[src/dsdac_pkg.sv]
// Constants, field layout and state types for the dual sigma-delta converter control block.
// Assumes a single 50 MHz clock domain and a zero-offset register window of 16 KiB.

`default_nettype none

package dsdac_pkg;

	// ****************************************************************
	// Register map
	// ****************************************************************
	localparam int          ADDR_W        = 14;
	localparam logic [13:0] OFS_CONTROL   = 14'h0000;
	localparam logic [13:0] OFS_RESULTS   = 14'h0004;
	localparam logic [31:0] CONTROL_RESET = 32'h04800000;
	localparam logic [31:0] RESULTS_RESET = 32'h00000000;
	localparam logic [2:0]  HSIZE_WORD    = 3'h2;

	// ****************************************************************
	// Field positions of the control and status register
	// ****************************************************************
	localparam int SECOND_OSR_LSB = 28;
	localparam int DITHER_AMP_LSB = 24;
	localparam int DITHER_EN_BIT  = 23;
	localparam int DECIM_LSB      = 21;
	localparam int SECOND_BASE    = 16;
	localparam int FIRST_OSR_LSB  = 12;
	localparam int FIRST_BASE     = 0;
	localparam int FE_OFS         = 0;
	localparam int OFSM_OFS       = 1;
	localparam int PROC_OFS       = 2;
	localparam int DONE_OFS       = 4;
	localparam int RESULT_W       = 16;

	// ****************************************************************
	// Oversampling ratio codes and decimation limits
	// ****************************************************************
	localparam logic [3:0]  OSR_CODE_128  = 4'h7;
	localparam logic [3:0]  OSR_CODE_2048 = 4'hB;
	localparam logic [11:0] OSR_MIN_RATIO = 12'h080;
	localparam logic [1:0]  DECIM_EVERY   = 2'h0;
	localparam logic [1:0]  DECIM_8       = 2'h1;
	localparam logic [1:0]  DECIM_16      = 2'h2;
	localparam logic [4:0]  LAST_OF_8     = 5'h07;
	localparam logic [4:0]  LAST_OF_16    = 5'h0F;
	localparam logic [4:0]  LAST_OF_32    = 5'h1F;

	// ****************************************************************
	// Dither and output code scaling
	// ****************************************************************
	localparam int DITHER_STEP_UV   = 12500;
	localparam int FULL_SCALE_CODE  = 16383;
	localparam int SCALE_NUM_X100   = 500;
	localparam int SCALE_DEN_X100   = 375;
	localparam logic signed [15:0] CODE_LIMIT = 16'(FULL_SCALE_CODE * SCALE_NUM_X100 / SCALE_DEN_X100);

	// ****************************************************************
	// State types
	// ****************************************************************
	typedef struct packed {
		logic [3:0] secondOsr;
		logic [3:0] firstOsr;
		logic [3:0] ditherAmp;
		logic       ditherEn;
		logic [1:0] decim;
		logic [1:0] procEn;
		logic [1:0] ofsEn;
		logic [1:0] feEn;
	} dsdac_ctrl_t;

	localparam dsdac_ctrl_t CTRL_RESET_STATE = '{
		secondOsr: CONTROL_RESET[31:28],
		firstOsr:  CONTROL_RESET[15:12],
		ditherAmp: CONTROL_RESET[27:24],
		ditherEn:  CONTROL_RESET[23],
		decim:     CONTROL_RESET[22:21],
		procEn:    {CONTROL_RESET[18], CONTROL_RESET[2]},
		ofsEn:     {CONTROL_RESET[17], CONTROL_RESET[1]},
		feEn:      {CONTROL_RESET[16], CONTROL_RESET[0]}
	};

	typedef enum logic [1:0] {
		PH_IDLE   = 2'b00,
		PH_WRITE  = 2'b01,
		PH_RDWAIT = 2'b10,
		PH_RDDONE = 2'b11
	} dsdac_phase_t;

	typedef struct packed {
		dsdac_phase_t      phase;
		logic [ADDR_W-1:0] addr;
		logic              wordOk;
		logic [31:0]       rdata;
	} dsdac_bus_t;

	typedef struct packed {
		logic [4:0]  count;
		logic        flag;
		logic        pulse;
		logic [15:0] result;
	} dsdac_conv_t;

endpackage

`default_nettype wire
[src/dsdac_ahb_slave.sv]
// AHB-Lite slave front end: decodes transfers into register write strobes and read captures.
// Assumes one slave on the bus, so hready is this slave's own hreadyout.

`timescale 1ns/1ps
`default_nettype none

module dsdac_ahb_slave (
	input  wire logic              clk,
	input  wire logic              reset,
	input  wire logic              hsel,
	input  wire logic [31:0]       haddr,
	input  wire logic [1:0]        htrans,
	input  wire logic              hwrite,
	input  wire logic [2:0]        hsize,
	input  wire logic [31:0]       hwdata,
	input  wire logic              hready,
	output logic                   hreadyout,
	output logic                   hresp,
	output logic [31:0]            hrdata,
	output logic                   regWrite,
	output logic [dsdac_pkg::ADDR_W-1:0] regAddr,
	output logic [31:0]            regWdata,
	input  wire logic [31:0]       regRdata
);
	import dsdac_pkg::*;

	dsdac_bus_t st_q;
	dsdac_bus_t st_d;
	logic       accept;

	// ****************************************************************
	// Transfer sequencing
	// ****************************************************************

	// Reads take one wait state so a write in the preceding data phase is always visible.
	always_comb begin
		st_d   = st_q;
		accept = hsel && htrans[1] && hready;
		if (st_q.phase == PH_RDWAIT) begin
			st_d.rdata = regRdata;
			st_d.phase = PH_RDDONE;
		end else if (accept) begin
			st_d.addr   = haddr[ADDR_W-1:0];
			st_d.wordOk = (hsize == HSIZE_WORD) && (haddr[1:0] == 2'b00);
			st_d.phase  = hwrite ? PH_WRITE : PH_RDWAIT;
		end else begin
			st_d.phase = PH_IDLE;
		end
		case (st_q.phase)
			PH_RDWAIT: hreadyout = 1'b0;
			default:   hreadyout = 1'b1;
		endcase
	end

	// Registered state.
	always_ff @(posedge clk) begin
		if (reset) begin
			st_q <= '0;
		end else begin
			st_q <= st_d;
		end
	end

	// Partial or misaligned writes are dropped; the response stays OKAY.
	assign regWrite = (st_q.phase == PH_WRITE) && st_q.wordOk;
	assign regAddr  = st_q.addr;
	assign regWdata = hwdata;
	assign hrdata   = st_q.rdata;
	assign hresp    = 1'b0;

endmodule // dsdac_ahb_slave

`default_nettype wire

[src/dsdac_conv_unit.sv]
// One converter's end-of-conversion pacing, done flag and result capture.
// Assumes the decimation filter delivers one-cycle done strobes with a signed code.

`timescale 1ns/1ps
`default_nettype none

module dsdac_conv_unit (
	input  wire logic             clk,
	input  wire logic             reset,
	input  wire logic             procEnable,
	input  wire logic [1:0]       decimCode,
	input  wire logic             rawDone,
	input  wire logic [15:0]      rawCode,
	output logic                  doneFlag,
	output logic                  eocPulse,
	output logic [15:0]           result
);
	import dsdac_pkg::*;

	dsdac_conv_t st_q;
	dsdac_conv_t st_d;

	// ****************************************************************
	// Helpers
	// ****************************************************************

	// Index of the conversion that closes a decimation window.
	function automatic logic [4:0] lastIndex(input logic [1:0] code);
		case (code)
			DECIM_EVERY: lastIndex = 5'h00;
			DECIM_8:     lastIndex = LAST_OF_8;
			DECIM_16:    lastIndex = LAST_OF_16;
			default:     lastIndex = LAST_OF_32;
		endcase
	endfunction

	// Codes beyond the scaled full scale cannot come from a valid input, so they are clipped.
	function automatic logic [15:0] clampCode(input logic signed [15:0] code);
		if (code > CODE_LIMIT) begin
			clampCode = CODE_LIMIT;
		end else if (code < -CODE_LIMIT) begin
			clampCode = -CODE_LIMIT;
		end else begin
			clampCode = code;
		end
	endfunction

	// ****************************************************************
	// Next state
	// ****************************************************************

	// Count real conversions and signal only the last of each window.
	always_comb begin
		st_d       = st_q;
		st_d.pulse = 1'b0;
		if (!procEnable) begin
			st_d.count = 5'h00;
			st_d.flag  = 1'b0;
		end else if (rawDone) begin
			if (st_q.count >= lastIndex(decimCode)) begin
				st_d.count  = 5'h00;
				st_d.flag   = 1'b1;
				st_d.pulse  = 1'b1;
				st_d.result = clampCode(rawCode);
			end else begin
				st_d.count = st_q.count + 5'h01;
				st_d.flag  = 1'b0;
			end
		end
	end

	// Registered state.
	always_ff @(posedge clk) begin
		if (reset) begin
			st_q <= '0;
		end else begin
			st_q <= st_d;
		end
	end

	assign doneFlag = st_q.flag;
	assign eocPulse = st_q.pulse;
	assign result   = st_q.result;

endmodule // dsdac_conv_unit

`default_nettype wire

[src/dsdac_ctrl.sv]
// Top of the dual sigma-delta converter control: registers, analog-side controls, pacing.
// Assumes the modulators and decimation filters sit outside and deliver done strobes and codes.

`timescale 1ns/1ps
`default_nettype none

module dsdac_ctrl (
	input  wire logic         clk,
	input  wire logic         reset,
	input  wire logic         hsel,
	input  wire logic [31:0]  haddr,
	input  wire logic [1:0]   htrans,
	input  wire logic         hwrite,
	input  wire logic [2:0]   hsize,
	input  wire logic [31:0]  hwdata,
	input  wire logic         hready,
	output logic              hreadyout,
	output logic              hresp,
	output logic [31:0]       hrdata,
	input  wire logic         firstRawDone,
	input  wire logic [15:0]  firstRawCode,
	input  wire logic         secondRawDone,
	input  wire logic [15:0]  secondRawCode,
	output logic              firstFrontendEnable,
	output logic              secondFrontendEnable,
	output logic              firstInputsInternal,
	output logic              secondInputsInternal,
	output logic              firstProcessingEnable,
	output logic              secondProcessingEnable,
	output logic [11:0]       firstOversamplingRatio,
	output logic [11:0]       secondOversamplingRatio,
	output logic              sharedDitherEnable,
	output logic [3:0]        sharedDitherAmplitude,
	output logic [17:0]       ditherMicrovolts,
	output logic              firstConversionIrq,
	output logic              secondConversionIrq
);
	import dsdac_pkg::*;

	dsdac_ctrl_t       ctrl_q;
	dsdac_ctrl_t       ctrl_d;
	logic              regWrite;
	logic [ADDR_W-1:0] regAddr;
	logic [31:0]       regWdata;
	logic [31:0]       regRdata;
	logic [31:0]       controlWord;
	logic [31:0]       resultsWord;
	logic [1:0]        rawDone;
	logic [15:0]       rawCode [2];
	logic [1:0]        doneFlag;
	logic [1:0]        eocPulse;
	logic [15:0]       result [2];

	// ****************************************************************
	// Helpers
	// ****************************************************************

	// Only the five documented ratio codes are legal.
	function automatic logic osrValid(input logic [3:0] code);
		osrValid = (code >= OSR_CODE_128) && (code <= OSR_CODE_2048);
	endfunction

	// Ratio for a code; an illegal code, such as the reset value, yields zero.
	function automatic logic [11:0] osrRatio(input logic [3:0] code);
		if (osrValid(code)) begin
			osrRatio = OSR_MIN_RATIO << (code - OSR_CODE_128);
		end else begin
			osrRatio = 12'h000;
		end
	endfunction

	// ****************************************************************
	// Bus slave
	// ****************************************************************

	// Register transfers arrive here as strobes and a read capture.
	dsdac_ahb_slave u_bus (
		.clk       (clk),
		.reset     (reset),
		.hsel      (hsel),
		.haddr     (haddr),
		.htrans    (htrans),
		.hwrite    (hwrite),
		.hsize     (hsize),
		.hwdata    (hwdata),
		.hready    (hready),
		.hreadyout (hreadyout),
		.hresp     (hresp),
		.hrdata    (hrdata),
		.regWrite  (regWrite),
		.regAddr   (regAddr),
		.regWdata  (regWdata),
		.regRdata  (regRdata)
	);

	// ****************************************************************
	// Control register
	// ****************************************************************

	// A write stores all control fields at once except an illegal ratio code, which is ignored, so frontend and processing can be cleared together.
	always_comb begin
		ctrl_d = ctrl_q;
		if (regWrite && (regAddr == OFS_CONTROL)) begin
			if (osrValid(regWdata[SECOND_OSR_LSB +: 4])) begin
				ctrl_d.secondOsr = regWdata[SECOND_OSR_LSB +: 4];
			end
			if (osrValid(regWdata[FIRST_OSR_LSB +: 4])) begin
				ctrl_d.firstOsr = regWdata[FIRST_OSR_LSB +: 4];
			end
			ctrl_d.ditherAmp = regWdata[DITHER_AMP_LSB +: 4];
			ctrl_d.ditherEn  = regWdata[DITHER_EN_BIT];
			ctrl_d.decim     = regWdata[DECIM_LSB +: 2];
			ctrl_d.procEn    = {regWdata[SECOND_BASE + PROC_OFS], regWdata[FIRST_BASE + PROC_OFS]};
			ctrl_d.ofsEn     = {regWdata[SECOND_BASE + OFSM_OFS], regWdata[FIRST_BASE + OFSM_OFS]};
			ctrl_d.feEn      = {regWdata[SECOND_BASE + FE_OFS], regWdata[FIRST_BASE + FE_OFS]};
		end
	end

	// Every reset brings the control fields back to their documented reset word.
	always_ff @(posedge clk) begin
		if (reset) begin
			ctrl_q <= CTRL_RESET_STATE;
		end else begin
			ctrl_q <= ctrl_d;
		end
	end

	// ****************************************************************
	// Read-back
	// ****************************************************************

	// Reserved positions are never driven, so they read as zero whatever was written.
	always_comb begin
		controlWord                                = 32'h00000000;
		controlWord[SECOND_OSR_LSB +: 4]           = ctrl_q.secondOsr;
		controlWord[DITHER_AMP_LSB +: 4]           = ctrl_q.ditherAmp;
		controlWord[DITHER_EN_BIT]                 = ctrl_q.ditherEn;
		controlWord[DECIM_LSB +: 2]                = ctrl_q.decim;
		controlWord[SECOND_BASE + DONE_OFS]        = doneFlag[1];
		controlWord[SECOND_BASE + PROC_OFS]        = ctrl_q.procEn[1];
		controlWord[SECOND_BASE + OFSM_OFS]        = ctrl_q.ofsEn[1];
		controlWord[SECOND_BASE + FE_OFS]          = ctrl_q.feEn[1];
		controlWord[FIRST_OSR_LSB +: 4]            = ctrl_q.firstOsr;
		controlWord[FIRST_BASE + DONE_OFS]         = doneFlag[0];
		controlWord[FIRST_BASE + PROC_OFS]         = ctrl_q.procEn[0];
		controlWord[FIRST_BASE + OFSM_OFS]         = ctrl_q.ofsEn[0];
		controlWord[FIRST_BASE + FE_OFS]           = ctrl_q.feEn[0];
	end

	// Offset or signal results share the word; which one it is follows the offset enable.
	assign resultsWord = {result[1], result[0]};

	// Unmapped offsets answer zero.
	always_comb begin
		case (regAddr)
			OFS_CONTROL: regRdata = controlWord;
			OFS_RESULTS: regRdata = resultsWord;
			default:     regRdata = 32'h00000000;
		endcase
	end

	// ****************************************************************
	// Converter pacing
	// ****************************************************************

	assign rawDone    = {secondRawDone, firstRawDone};
	assign rawCode[0] = firstRawCode;
	assign rawCode[1] = secondRawCode;

	// Both converters share the decimation code but count their own conversions.
	generate
		for (genvar i = 0; i < 2; i++) begin : g_conv
			dsdac_conv_unit u_conv (
				.clk        (clk),
				.reset      (reset),
				.procEnable (ctrl_q.procEn[i]),
				.decimCode  (ctrl_q.decim),
				.rawDone    (rawDone[i]),
				.rawCode    (rawCode[i]),
				.doneFlag   (doneFlag[i]),
				.eocPulse   (eocPulse[i]),
				.result     (result[i])
			);
		end
	endgenerate

	// ****************************************************************
	// Analog-side controls
	// ****************************************************************

	// The offset enable drives the input switch directly; software must not expect live input then.
	assign firstInputsInternal     = ctrl_q.ofsEn[0];
	assign secondInputsInternal    = ctrl_q.ofsEn[1];
	assign firstFrontendEnable     = ctrl_q.feEn[0];
	assign secondFrontendEnable    = ctrl_q.feEn[1];
	// Processing is not gated by the frontend; settling order is left to software.
	assign firstProcessingEnable   = ctrl_q.procEn[0];
	assign secondProcessingEnable  = ctrl_q.procEn[1];
	assign firstOversamplingRatio  = osrRatio(ctrl_q.firstOsr);
	assign secondOversamplingRatio = osrRatio(ctrl_q.secondOsr);
	assign sharedDitherEnable      = ctrl_q.ditherEn;
	assign sharedDitherAmplitude   = ctrl_q.ditherAmp;
	// Amplitude in microvolts, zero while dithering is off.
	assign ditherMicrovolts        = ctrl_q.ditherEn ? 18'(ctrl_q.ditherAmp * DITHER_STEP_UV) : 18'h00000;
	assign firstConversionIrq      = eocPulse[0];
	assign secondConversionIrq     = eocPulse[1];

endmodule // dsdac_ctrl

`default_nettype wire

[config.mk]
export PLATFORM = sky130hd
export DESIGN_NAME = dsdac_ctrl
export DESIGN_NICKNAME = d
export VERILOG_FILES = /design/src/dsdac_pkg.sv /design/src/dsdac_ahb_slave.sv /design/src/dsdac_conv_unit.sv /design/src/dsdac_ctrl.sv
export SDC_FILE = /design/constraint.sdc
export NUM_CORES = 1
export LEC_CHECK = 0
export BUFFER_PORTS_ARGS = -buffer_cell sky130_fd_sc_hd__buf_2
export CORE_ASPECT_RATIO = 1.1
export CORE_MARGIN = 2
export CORE_UTILIZATION = 44
export CTS_CLUSTER_DIAMETER = 150
export CTS_CLUSTER_SIZE = 40
export DETAILED_ROUTE_END_ITERATION = 6
export PLACE_DENSITY = 0.76
export SYNTH_ARGS = -nofsm -noshare
export SYNTH_HDL_FRONTEND = slang
export SYNTH_SLANG_ARGS = --single-unit
export TNS_END_PERCENT = 10
[constraint.sdc]
create_clock -name clk -period 3.37 [get_ports clk]
set_clock_uncertainty 0.1 [all_clocks]
set_input_delay 0.1685 -clock clk [delete_from_list [all_inputs] [get_ports clk]]
set_output_delay 0.1685 -clock clk [all_outputs]
set_load 0.005 [all_outputs]
==> reports/results.md, run 1 <==
Yosys
• 34.14% — register area share after synthesis
• 6803 sq um — Synth Cell Area
• 0 — Warnings, synthesis
• 814 — cell count after synthesis
• 116 — Yosys reg bits
• 0% — fraction of registers with async set/reset
• 8.357 sq um — mean post-synth cell area
• 60 — number of different library cells in the post-synthesis netlist
• 0 — count of flip-flops with a built-in enable after synthesis
• sky130_fd_sc_hd__dfxtp_1 — prevailing post-synth register cell

Pwr
• 38.8% — share of total power in sequential cells
• 263.4 uV — maximum resistive drop on vdd
• 23.98% — switching portion of total power
• 856.3 uW — Net Switching
• 3.494 nW — static leakage power
• 51.4% — power share of the clock group
• 2.715 mW — cell internal power dissipation
• 9.8% — relative contribution of combinational cells to total power
• 418.3 nW/um^2 — Power per Cell Area

Setup path
• g_conv[0].u_conv.st_q[22] — capture point of the worst reg-to-reg path
• reg -> out — path type of the worst setup path
• 0.79 ns — flop-to-flop setup slack
• 2.91 ns — data arrival time at the worst-slack endpoint
• 7 — Worst Reg-to-Reg Cells
• 7 — maximum fanout encountered on the critical timing path
• sharedDitherAmplitude[1] — Crit. Startpoint
• output pin — critical path capture point type
• ditherMicrovolts[15] — CP endpoint
• 3.10 ns — required time reported for the critical path endpoint
• flop — category of the worst setup path launch point
• controlWord[22] — RR Startpoint

Placed design
• 1086 — placed insts
• 149 — number of input and output port buffers inserted
• 0.8857 — routability congestion estimate from global placement
• 12.44 mm — dpl hpwl
• 0.4230 ns — worst-case setup slack after placement

Floorplanning
• 197 — I/O pin count
• 134.4 um — Die Y-Extent
• 15110 sq um — total core area
• 16470 sq um — die area
• 122.6 um — die extent in x
• 47 — number of placement rows
• 45.01% — Initial Utilization

Timing
• 0.1951 ns — setup ws final
• 0.01140 ns — final worst hold slack
• 3.175 ns — clock period minus worst slack
• 94.21% — ratio of final minimum period to clock period
• 1.017 ns — slew at the pin closest to its max-slew limit
• 32.17% — normalized max-slew margin
• 0 — number of endpoints with negative hold slack in the final report
• 0 — Final Slew Violations
• false — RSZ-0062 raised after global routing
• 0 — Final setup viols
• 0 ns — sum of negative setup slack
• 315.0 MHz — achievable clock frequency

Clocking
• sky130_fd_sc_hd__clkbuf_16 — root buf cell
• 2 — Max Root-Sink Buffers
• 0 — Post-CTS Setup Bufs
• 0.42 ns — Clk Latency, worst-skew pair
• 4 — H-Tree Level Count
• 116 — clock sink count
• 0.05 ns — clock slew at reported path FFs
• done — TritonCTS clock tree
• 17 — CTS Buf Count

Global route
• 23.07% — overall fraction of global-route tracks in use
• 95 — pin count of the biggest net entering global routing
• 0 — GR Overflow Total
• 0 — initial antenna violation count
• 30.45 mm — global-route wire length before repair
• 6210 — number of global-route vias before repair

Routing
• 5.604 — routed via count divided by cell count
• 0 — Routed Antenna Nets
• 0 — number of remaining DRC errors
• 19.13 mm — aggregate routed wire length
• 5 — drt pass-1 iters
• 6596 — routed vias
• 452 — Starting DRT DRC Count
• 16.25 um — routed len/inst

Run status
• complete, no violations — result of the run

Finish
• 3884 sq um — multi-input logic area
• 1315 — filler cell count in the final layout
• 1108 — Net count, final
• 0 — number of antenna diodes
• 2323 sq um — Seq. cell area
• 1177 — number of standard cells in the final layout excluding fillers
• 25.49% — post-synthesis to final-layout area growth
• 24.06% — share of layout cells above drive strength 1

Min path
• in -> reg — Hold Crit Class

Job
• 0 — number of maximum-capacitance constraint violations

==> layer usage <==
| metal | share of wire (%) | wire (um) | GRT usage [%] | up-vias |
|---|---|---|---|---|
| met1 | 43 | 8300 | 28.69 | 3095 |
| met2 | 48 | 9253 | 38.61 | 234 |
| met3 | 6.7 | 1286 | 6.378 | 31 |
| met5 | 0 | 0 | 0 | - |
| met4 | 1.5 | 284 | 7.088 | 0 |
| li1 | - | - | - | 3236 |
==> repair_timing <==
action                                  CTS  global route
gates resized for setup                   3             3
endpoints found under the setup margin    3             4
hold buffers                             59             0
hold endpoints to repair                 57             0
==> logic make-up (layout without fill, tap and decap cells) <==
family / after synthesis / after routing / share of synthesized area, %
AND/OR/NAND/NOR: 276 / 276 / 20.47
AO/OA/AOI/OAI: 230 / 230 / 23.17
buffers and inverters: 117 / 268 / 9.987
flip-flops: 116 / 116 / 34.14
adder cells (fa/ha/maj): 32 / 32 / 5.886
multiplexers: 30 / 30 / 4.745
XOR/XNOR: 12 / 12 / 1.545
other: 1 / 17 / 0.05512
==> worst min-delay path by stage <==
stage,cells past startpoint,startpoint,endpoint
global route,3,secondRawCode[9],g_conv[1].u_conv.result[9]
detailed placement,3,haddr[7],u_bus.regAddr[7]
finish,3,secondRawCode[6],g_conv[1].u_conv.result[6]
CTS,3,secondRawCode[9],g_conv[1].u_conv.result[9]
floorplan,2,haddr[10],u_bus.regAddr[10]
global placement,3,haddr[7],u_bus.regAddr[7]
==> through the flow <==
step	cell area, sq um	utilization (%)	total power [mW]
6_report	8537	56.49	3.571
5_1_grt	8537	56.49	3.675
4_1_cts	8528	56.43	3.580
3_5_place_dp	7337	48.55	1.701
3_3_place_gp	7337	48.55	1.700
2_1_floorplan	6863	-	1.611
==> cells in the final DEF, fill, tap and decap left out, types with 5 or more instances in the layout <==
master,count
sky130_fd_sc_hd__buf_2,148
sky130_fd_sc_hd__dfxtp_1,115
sky130_fd_sc_hd__nand2_1,107
sky130_fd_sc_hd__a21oi_1,76
sky130_fd_sc_hd__dlygate4sd3_1,59
sky130_fd_sc_hd__nand3_1,47
sky130_fd_sc_hd__nor2_1,38
sky130_fd_sc_hd__ha_1,32
sky130_fd_sc_hd__a211oi_1,29
sky130_fd_sc_hd__o21ai_0,27
sky130_fd_sc_hd__nand2b_1,20
sky130_fd_sc_hd__o2111ai_1,19
sky130_fd_sc_hd__mux2_2,18
sky130_fd_sc_hd__o41ai_1,17
sky130_fd_sc_hd__conb_1,17
sky130_fd_sc_hd__clkbuf_16,17
sky130_fd_sc_hd__nand4_1,16
sky130_fd_sc_hd__a311oi_1,15
sky130_fd_sc_hd__inv_1,14
sky130_fd_sc_hd__a21o_1,14
sky130_fd_sc_hd__buf_4,13
sky130_fd_sc_hd__mux2i_1,12
sky130_fd_sc_hd__xor2_1,9
sky130_fd_sc_hd__nor3b_1,8
sky130_fd_sc_hd__nor3_1,5
==> flip-flops by register name, summed over array words and instances (netlist names), 2 cells and up <==
name and count:
u_bus.st_q 3, u_bus.regAddr 14, g_conv.u_conv.st_q 10, g_conv.u_conv.eocPulse 2, controlWord 10, g_conv.u_conv.doneFlag 2, sharedDitherAmplitude 4, u_bus.hrdata 32
g_conv.u_conv.result 32
==> power by group through the flow <==
stage / clock network, mW / registers [mW] / logic (mW)
after CTS: 1.86 / 1.38 / 0.341
after floorplan: 0 / 1.41 / 0.199
final: 1.84 / 1.38 / 0.350
after global placement: 0 / 1.41 / 0.288
after global routing: 1.91 / 1.38 / 0.378
after detailed placement: 0 / 1.41 / 0.288
==> synthesized netlist by cell type, drive strengths merged, types with 5 or more instances <==
cell | count | area share [%]
xor2 | 9 | 1.2
nand2 | 107 | 5.9
o21ai | 33 | 2.5
ha | 32 | 5.9
dfxtp | 116 | 34
a21o | 14 | 1.5
a21oi | 77 | 5.7
buf | 74 | 7.6
a311oi | 15 | 1.9
nor2 | 40 | 2.3
o2111ai | 19 | 2.4
mux2 | 18 | 3.0
nor3b | 8 | 0.88
nor3 | 5 | 0.37
clkbuf | 27 | 1.5
a211oi | 34 | 4.3
nand4 | 17 | 1.7
mux2i | 12 | 1.8
o41ai | 18 | 2.4
inv | 15 | 0.83
nand3 | 47 | 3.5
nand2b | 20 | 1.8
==> layout make-up <==
cell class,instances,area share (%)
clock inverter,9,1.495
sequential,116,27.22
timing repair buffer,220,16.74
clock buffer,23,5.481
multi-input combinational,597,45.49
inverter,16,0.7035
tap,196,2.873
==> critical path, cell delays in order (launching register included) <==
cell	delay (ns)
sky130_fd_sc_hd__dfxtp_1	0.37
sky130_fd_sc_hd__ha_1	0.24
sky130_fd_sc_hd__xor2_1	0.15
sky130_fd_sc_hd__ha_1	0.18
sky130_fd_sc_hd__a21o_1	0.15
sky130_fd_sc_hd__ha_1	0.35
sky130_fd_sc_hd__a211oi_2	0.35
sky130_fd_sc_hd__o21ai_2	0.14
sky130_fd_sc_hd__a31oi_1	0.23
sky130_fd_sc_hd__mux2i_1	0.19
sky130_fd_sc_hd__buf_2	0.13
No activity file was read; power rests on OpenSTA's default activity.
==> run 2: changes to the inputs <==
--- a/config.mk
+++ b/config.mk
@@ -12,7 +12,7 @@
 export CTS_CLUSTER_DIAMETER = 150
 export CTS_CLUSTER_SIZE = 40
 export DETAILED_ROUTE_END_ITERATION = 6
-export PLACE_DENSITY = 0.76
+export PLACE_DENSITY = 0.79
 export SYNTH_ARGS = -nofsm -noshare
 export SYNTH_HDL_FRONTEND = slang
 export SYNTH_SLANG_ARGS = --single-unit
==> constraint.sdc (replaced) <==
create_clock -name clk -period 2.6 [get_ports clk]
set_clock_uncertainty 0.1 [all_clocks]
set_input_delay 0.13 -clock clk [delete_from_list [all_inputs] [get_ports clk]]
set_output_delay 0.13 -clock clk [all_outputs]
set_load 0.005 [all_outputs]
==> reports/results.md, run 2 (synthesis gave the netlist of run 1 again) <==
Global route
• 6585 — number of global-route vias before repair, +6.0%
• 32.49 mm — global-route wire length before repair, +6.7%
• 24.87% — overall fraction of global-route tracks in use, +1.8 points
• 95 — pin count of the biggest net entering global routing, unchanged
• 0 — initial antenna violation count, unchanged
• 0 — GR Overflow Total, unchanged

Timing
• 348.4 MHz — achievable clock frequency
• 34.25% — normalized max-slew margin, +2.1 points
• true — RSZ-0062 raised after global routing
• 0 — number of endpoints with negative hold slack in the final report, unchanged
• 110.4% — ratio of final minimum period to clock period
• 0.9862 ns — slew at the pin closest to its max-slew limit, -0.03129 ns
• 0 — Final Slew Violations, unchanged
• -0.2705 ns — setup ws final, -0.4656 ns
• 2.870 ns — clock period minus worst slack
• 9 — Final setup viols, +9

Pwr
• 3.675 nW — static leakage power, +5.2%
• 49.4% — power share of the clock group, -2.0 points
• 4.510 mW — Final Total Pwr, +26%
• 10.8% — relative contribution of combinational cells to total power, +1.0 points
• 300.7 uV — maximum resistive drop on vdd, +14%
• 1.086 mW — Net Switching, +27%
• 39.8% — share of total power in sequential cells, +1.0 points
• 3.424 mW — cell internal power dissipation, +26%
• 503.7 nW/um^2 — Power per Cell Area, +20%
• 24.07% — switching portion of total power, +0.095 points

Clocking
• done — TritonCTS clock tree
• 17 — CTS Buf Count, unchanged
• 2 — Max Root-Sink Buffers, unchanged
• 0.05 ns — clock slew at reported path FFs, about the same
• 0.41 ns — Clk Latency, worst-skew pair, about the same
• 116 — clock sink count, unchanged
• sky130_fd_sc_hd__clkbuf_16 — root buf cell
• 0 — Post-CTS Setup Bufs, unchanged
• 4 — H-Tree Level Count, unchanged

Routing
• 5.705 — routed via count divided by cell count, +1.8%
• 17.16 um — routed len/inst, +5.6%
• 433 — Starting DRT DRC Count, -4.2%
• 20.76 mm — aggregate routed wire length, +8.6%
• 0 — Routed Antenna Nets, unchanged
• 0 — number of remaining DRC errors, unchanged
• 6903 — routed vias, +4.7%
• 5 — drt pass-1 iters, unchanged

Finish
• 28.11% — share of layout cells above drive strength 1, +4.0 points
• 8952 sq um — final instance area, +4.9%
• 149 x sky130_fd_sc_hd__buf_2, 113 x sky130_fd_sc_hd__dfxtp_1, 107 x sky130_fd_sc_hd__nand2_1 — most frequent cells in the layout
• 31.60% — post-synthesis to final-layout area growth
• 0 — number of antenna diodes, unchanged
• sky130_fd_sc_hd__buf_2 — most frequent standard cell in the layout excluding fill and tap cells
• 1143 — Net count, final, +3.2%

Placed design
• 0.9034 — routability congestion estimate from global placement, +2.0%
• 149 — number of input and output port buffers inserted, unchanged
• 7574 sq um — placed inst area, +3.2%
• 13.27 mm — dpl hpwl, +6.7%
• -0.1985 ns — worst-case setup slack after placement, -0.6215 ns

Floorplanning
• 197 — I/O pin count, unchanged
• 134.4 um — Die Y-Extent, unchanged
• 47 — number of placement rows, unchanged
• 16470 sq um — die area, unchanged
• 122.6 um — die extent in x, unchanged
• 15110 sq um — total core area, unchanged
• 45.01% — Initial Utilization, unchanged

Job
• 0 — number of maximum-capacitance constraint violations, unchanged

Setup path
• flop — category of the worst setup path launch point
• 2.64 ns — data arrival time at the worst-slack endpoint, -0.27 ns
• sharedDitherAmplitude[1] — Crit. Startpoint
• 2.37 ns — required time reported for the critical path endpoint, -0.73 ns
• reg -> out — path type of the worst setup path
• controlWord[22] — RR Startpoint
• 3 — maximum fanout encountered on the critical timing path, -4
• output pin — critical path capture point type

Run status
• finished with violations — result of the run
• setup timing — failing checks

Min path
• in -> reg — Hold Crit Class
• secondRawCode[15] — hold_sp

run 2: changes by cell type in the layout (fill, tap and decap cells not counted), moves of 2 or more:
cell / change
sky130_fd_sc_hd__ha_1: -8
sky130_fd_sc_hd__clkbuf_1: -3
sky130_fd_sc_hd__dfxtp_1: -2
sky130_fd_sc_hd__ha_4: +7
sky130_fd_sc_hd__dlygate4sd3_1: +6
sky130_fd_sc_hd__clkinv_2: +2
sky130_fd_sc_hd__buf_4: +26
run 2: worst paths after layout:
check | end | slack [ns] | cells after the start
setup / recovery | ditherMicrovolts[11] | -0.27 | 11
setup reg to reg | g_conv[1].u_conv.result[0] | 0.22 | 7
hold reg to reg | u_bus.hrdata[26] | 0.35 | 2
hold / removal | g_conv[1].u_conv.result[14] | 0.02 | 4
run 2: timing repair:
action,4_1_cts,5_1_grt
resized for setup,29,4
endpoints found under the setup margin,10,10
hold buffers,65,0
hold endpoints to repair,63,0
pin swaps,17,0
run 2: routing by layer:
| metal | part of all wire (%) | wire length [um] | GRT usage (%) | vias to the layer above |
|---|---|---|---|---|
| met5 | 0 | 0 | 0 | - |
| met4 | 3.2 | 656 | 11.24 | 0 |
| met3 | 7.2 | 1494 | 5.825 | 54 |
| met2 | 50 | 10420 | 43.18 | 319 |
| met1 | 39 | 8188 | 28.76 | 3232 |
| li1 | - | - | - | 3298 |
run 2: final cells by class:
class	count	area, sq um
fill	1310	6161
multi-input combinational	597	4033
sequential	116	2328
timing repair buffer	255	1720
clock buffer	20	456.7
tap	196	245.2
clock inverter	10	108.9
inverter	16	60.06
run 2: stage by stage:
stage	util (%)	TNS, ns	std cells	hold slack (ns)
after detailed placement	50.11	-0.4046	1115	0.2774
after CTS	59.08	-1.397	1210	0.0002709
after floorplan	-	0	830	0.1660
after global placement	50.11	-0.1201	1115	0.2709
final	59.24	-1.614	1210	0.02147
after global routing	59.24	-2.627	1210	0.01273
run 2: power by group through the flow:
stage / sequential (mW) / clock [mW] / combinational [mW]
2_1_floorplan: 1.83 / 0 / 0.258
3_3_place_gp: 1.83 / 0 / 0.391
3_5_place_dp: 1.83 / 0 / 0.394
4_1_cts: 1.79 / 2.24 / 0.471
5_1_grt: 1.79 / 2.33 / 0.521
6_report: 1.79 / 2.23 / 0.486
run 2: critical path: stages, from the launching register on:
cell and delay [ns]:
sky130_fd_sc_hd__dfxtp_2 0.34, sky130_fd_sc_hd__ha_4 0.17, sky130_fd_sc_hd__xor2_2 0.14, sky130_fd_sc_hd__ha_2 0.18, sky130_fd_sc_hd__a21o_1 0.19, sky130_fd_sc_hd__ha_4 0.27
sky130_fd_sc_hd__a211oi_4 0.24, sky130_fd_sc_hd__buf_4 0.15, sky130_fd_sc_hd__o21bai_1 0.07, sky130_fd_sc_hd__a21oi_1 0.16, sky130_fd_sc_hd__mux2i_1 0.19, sky130_fd_sc_hd__buf_2 0.13
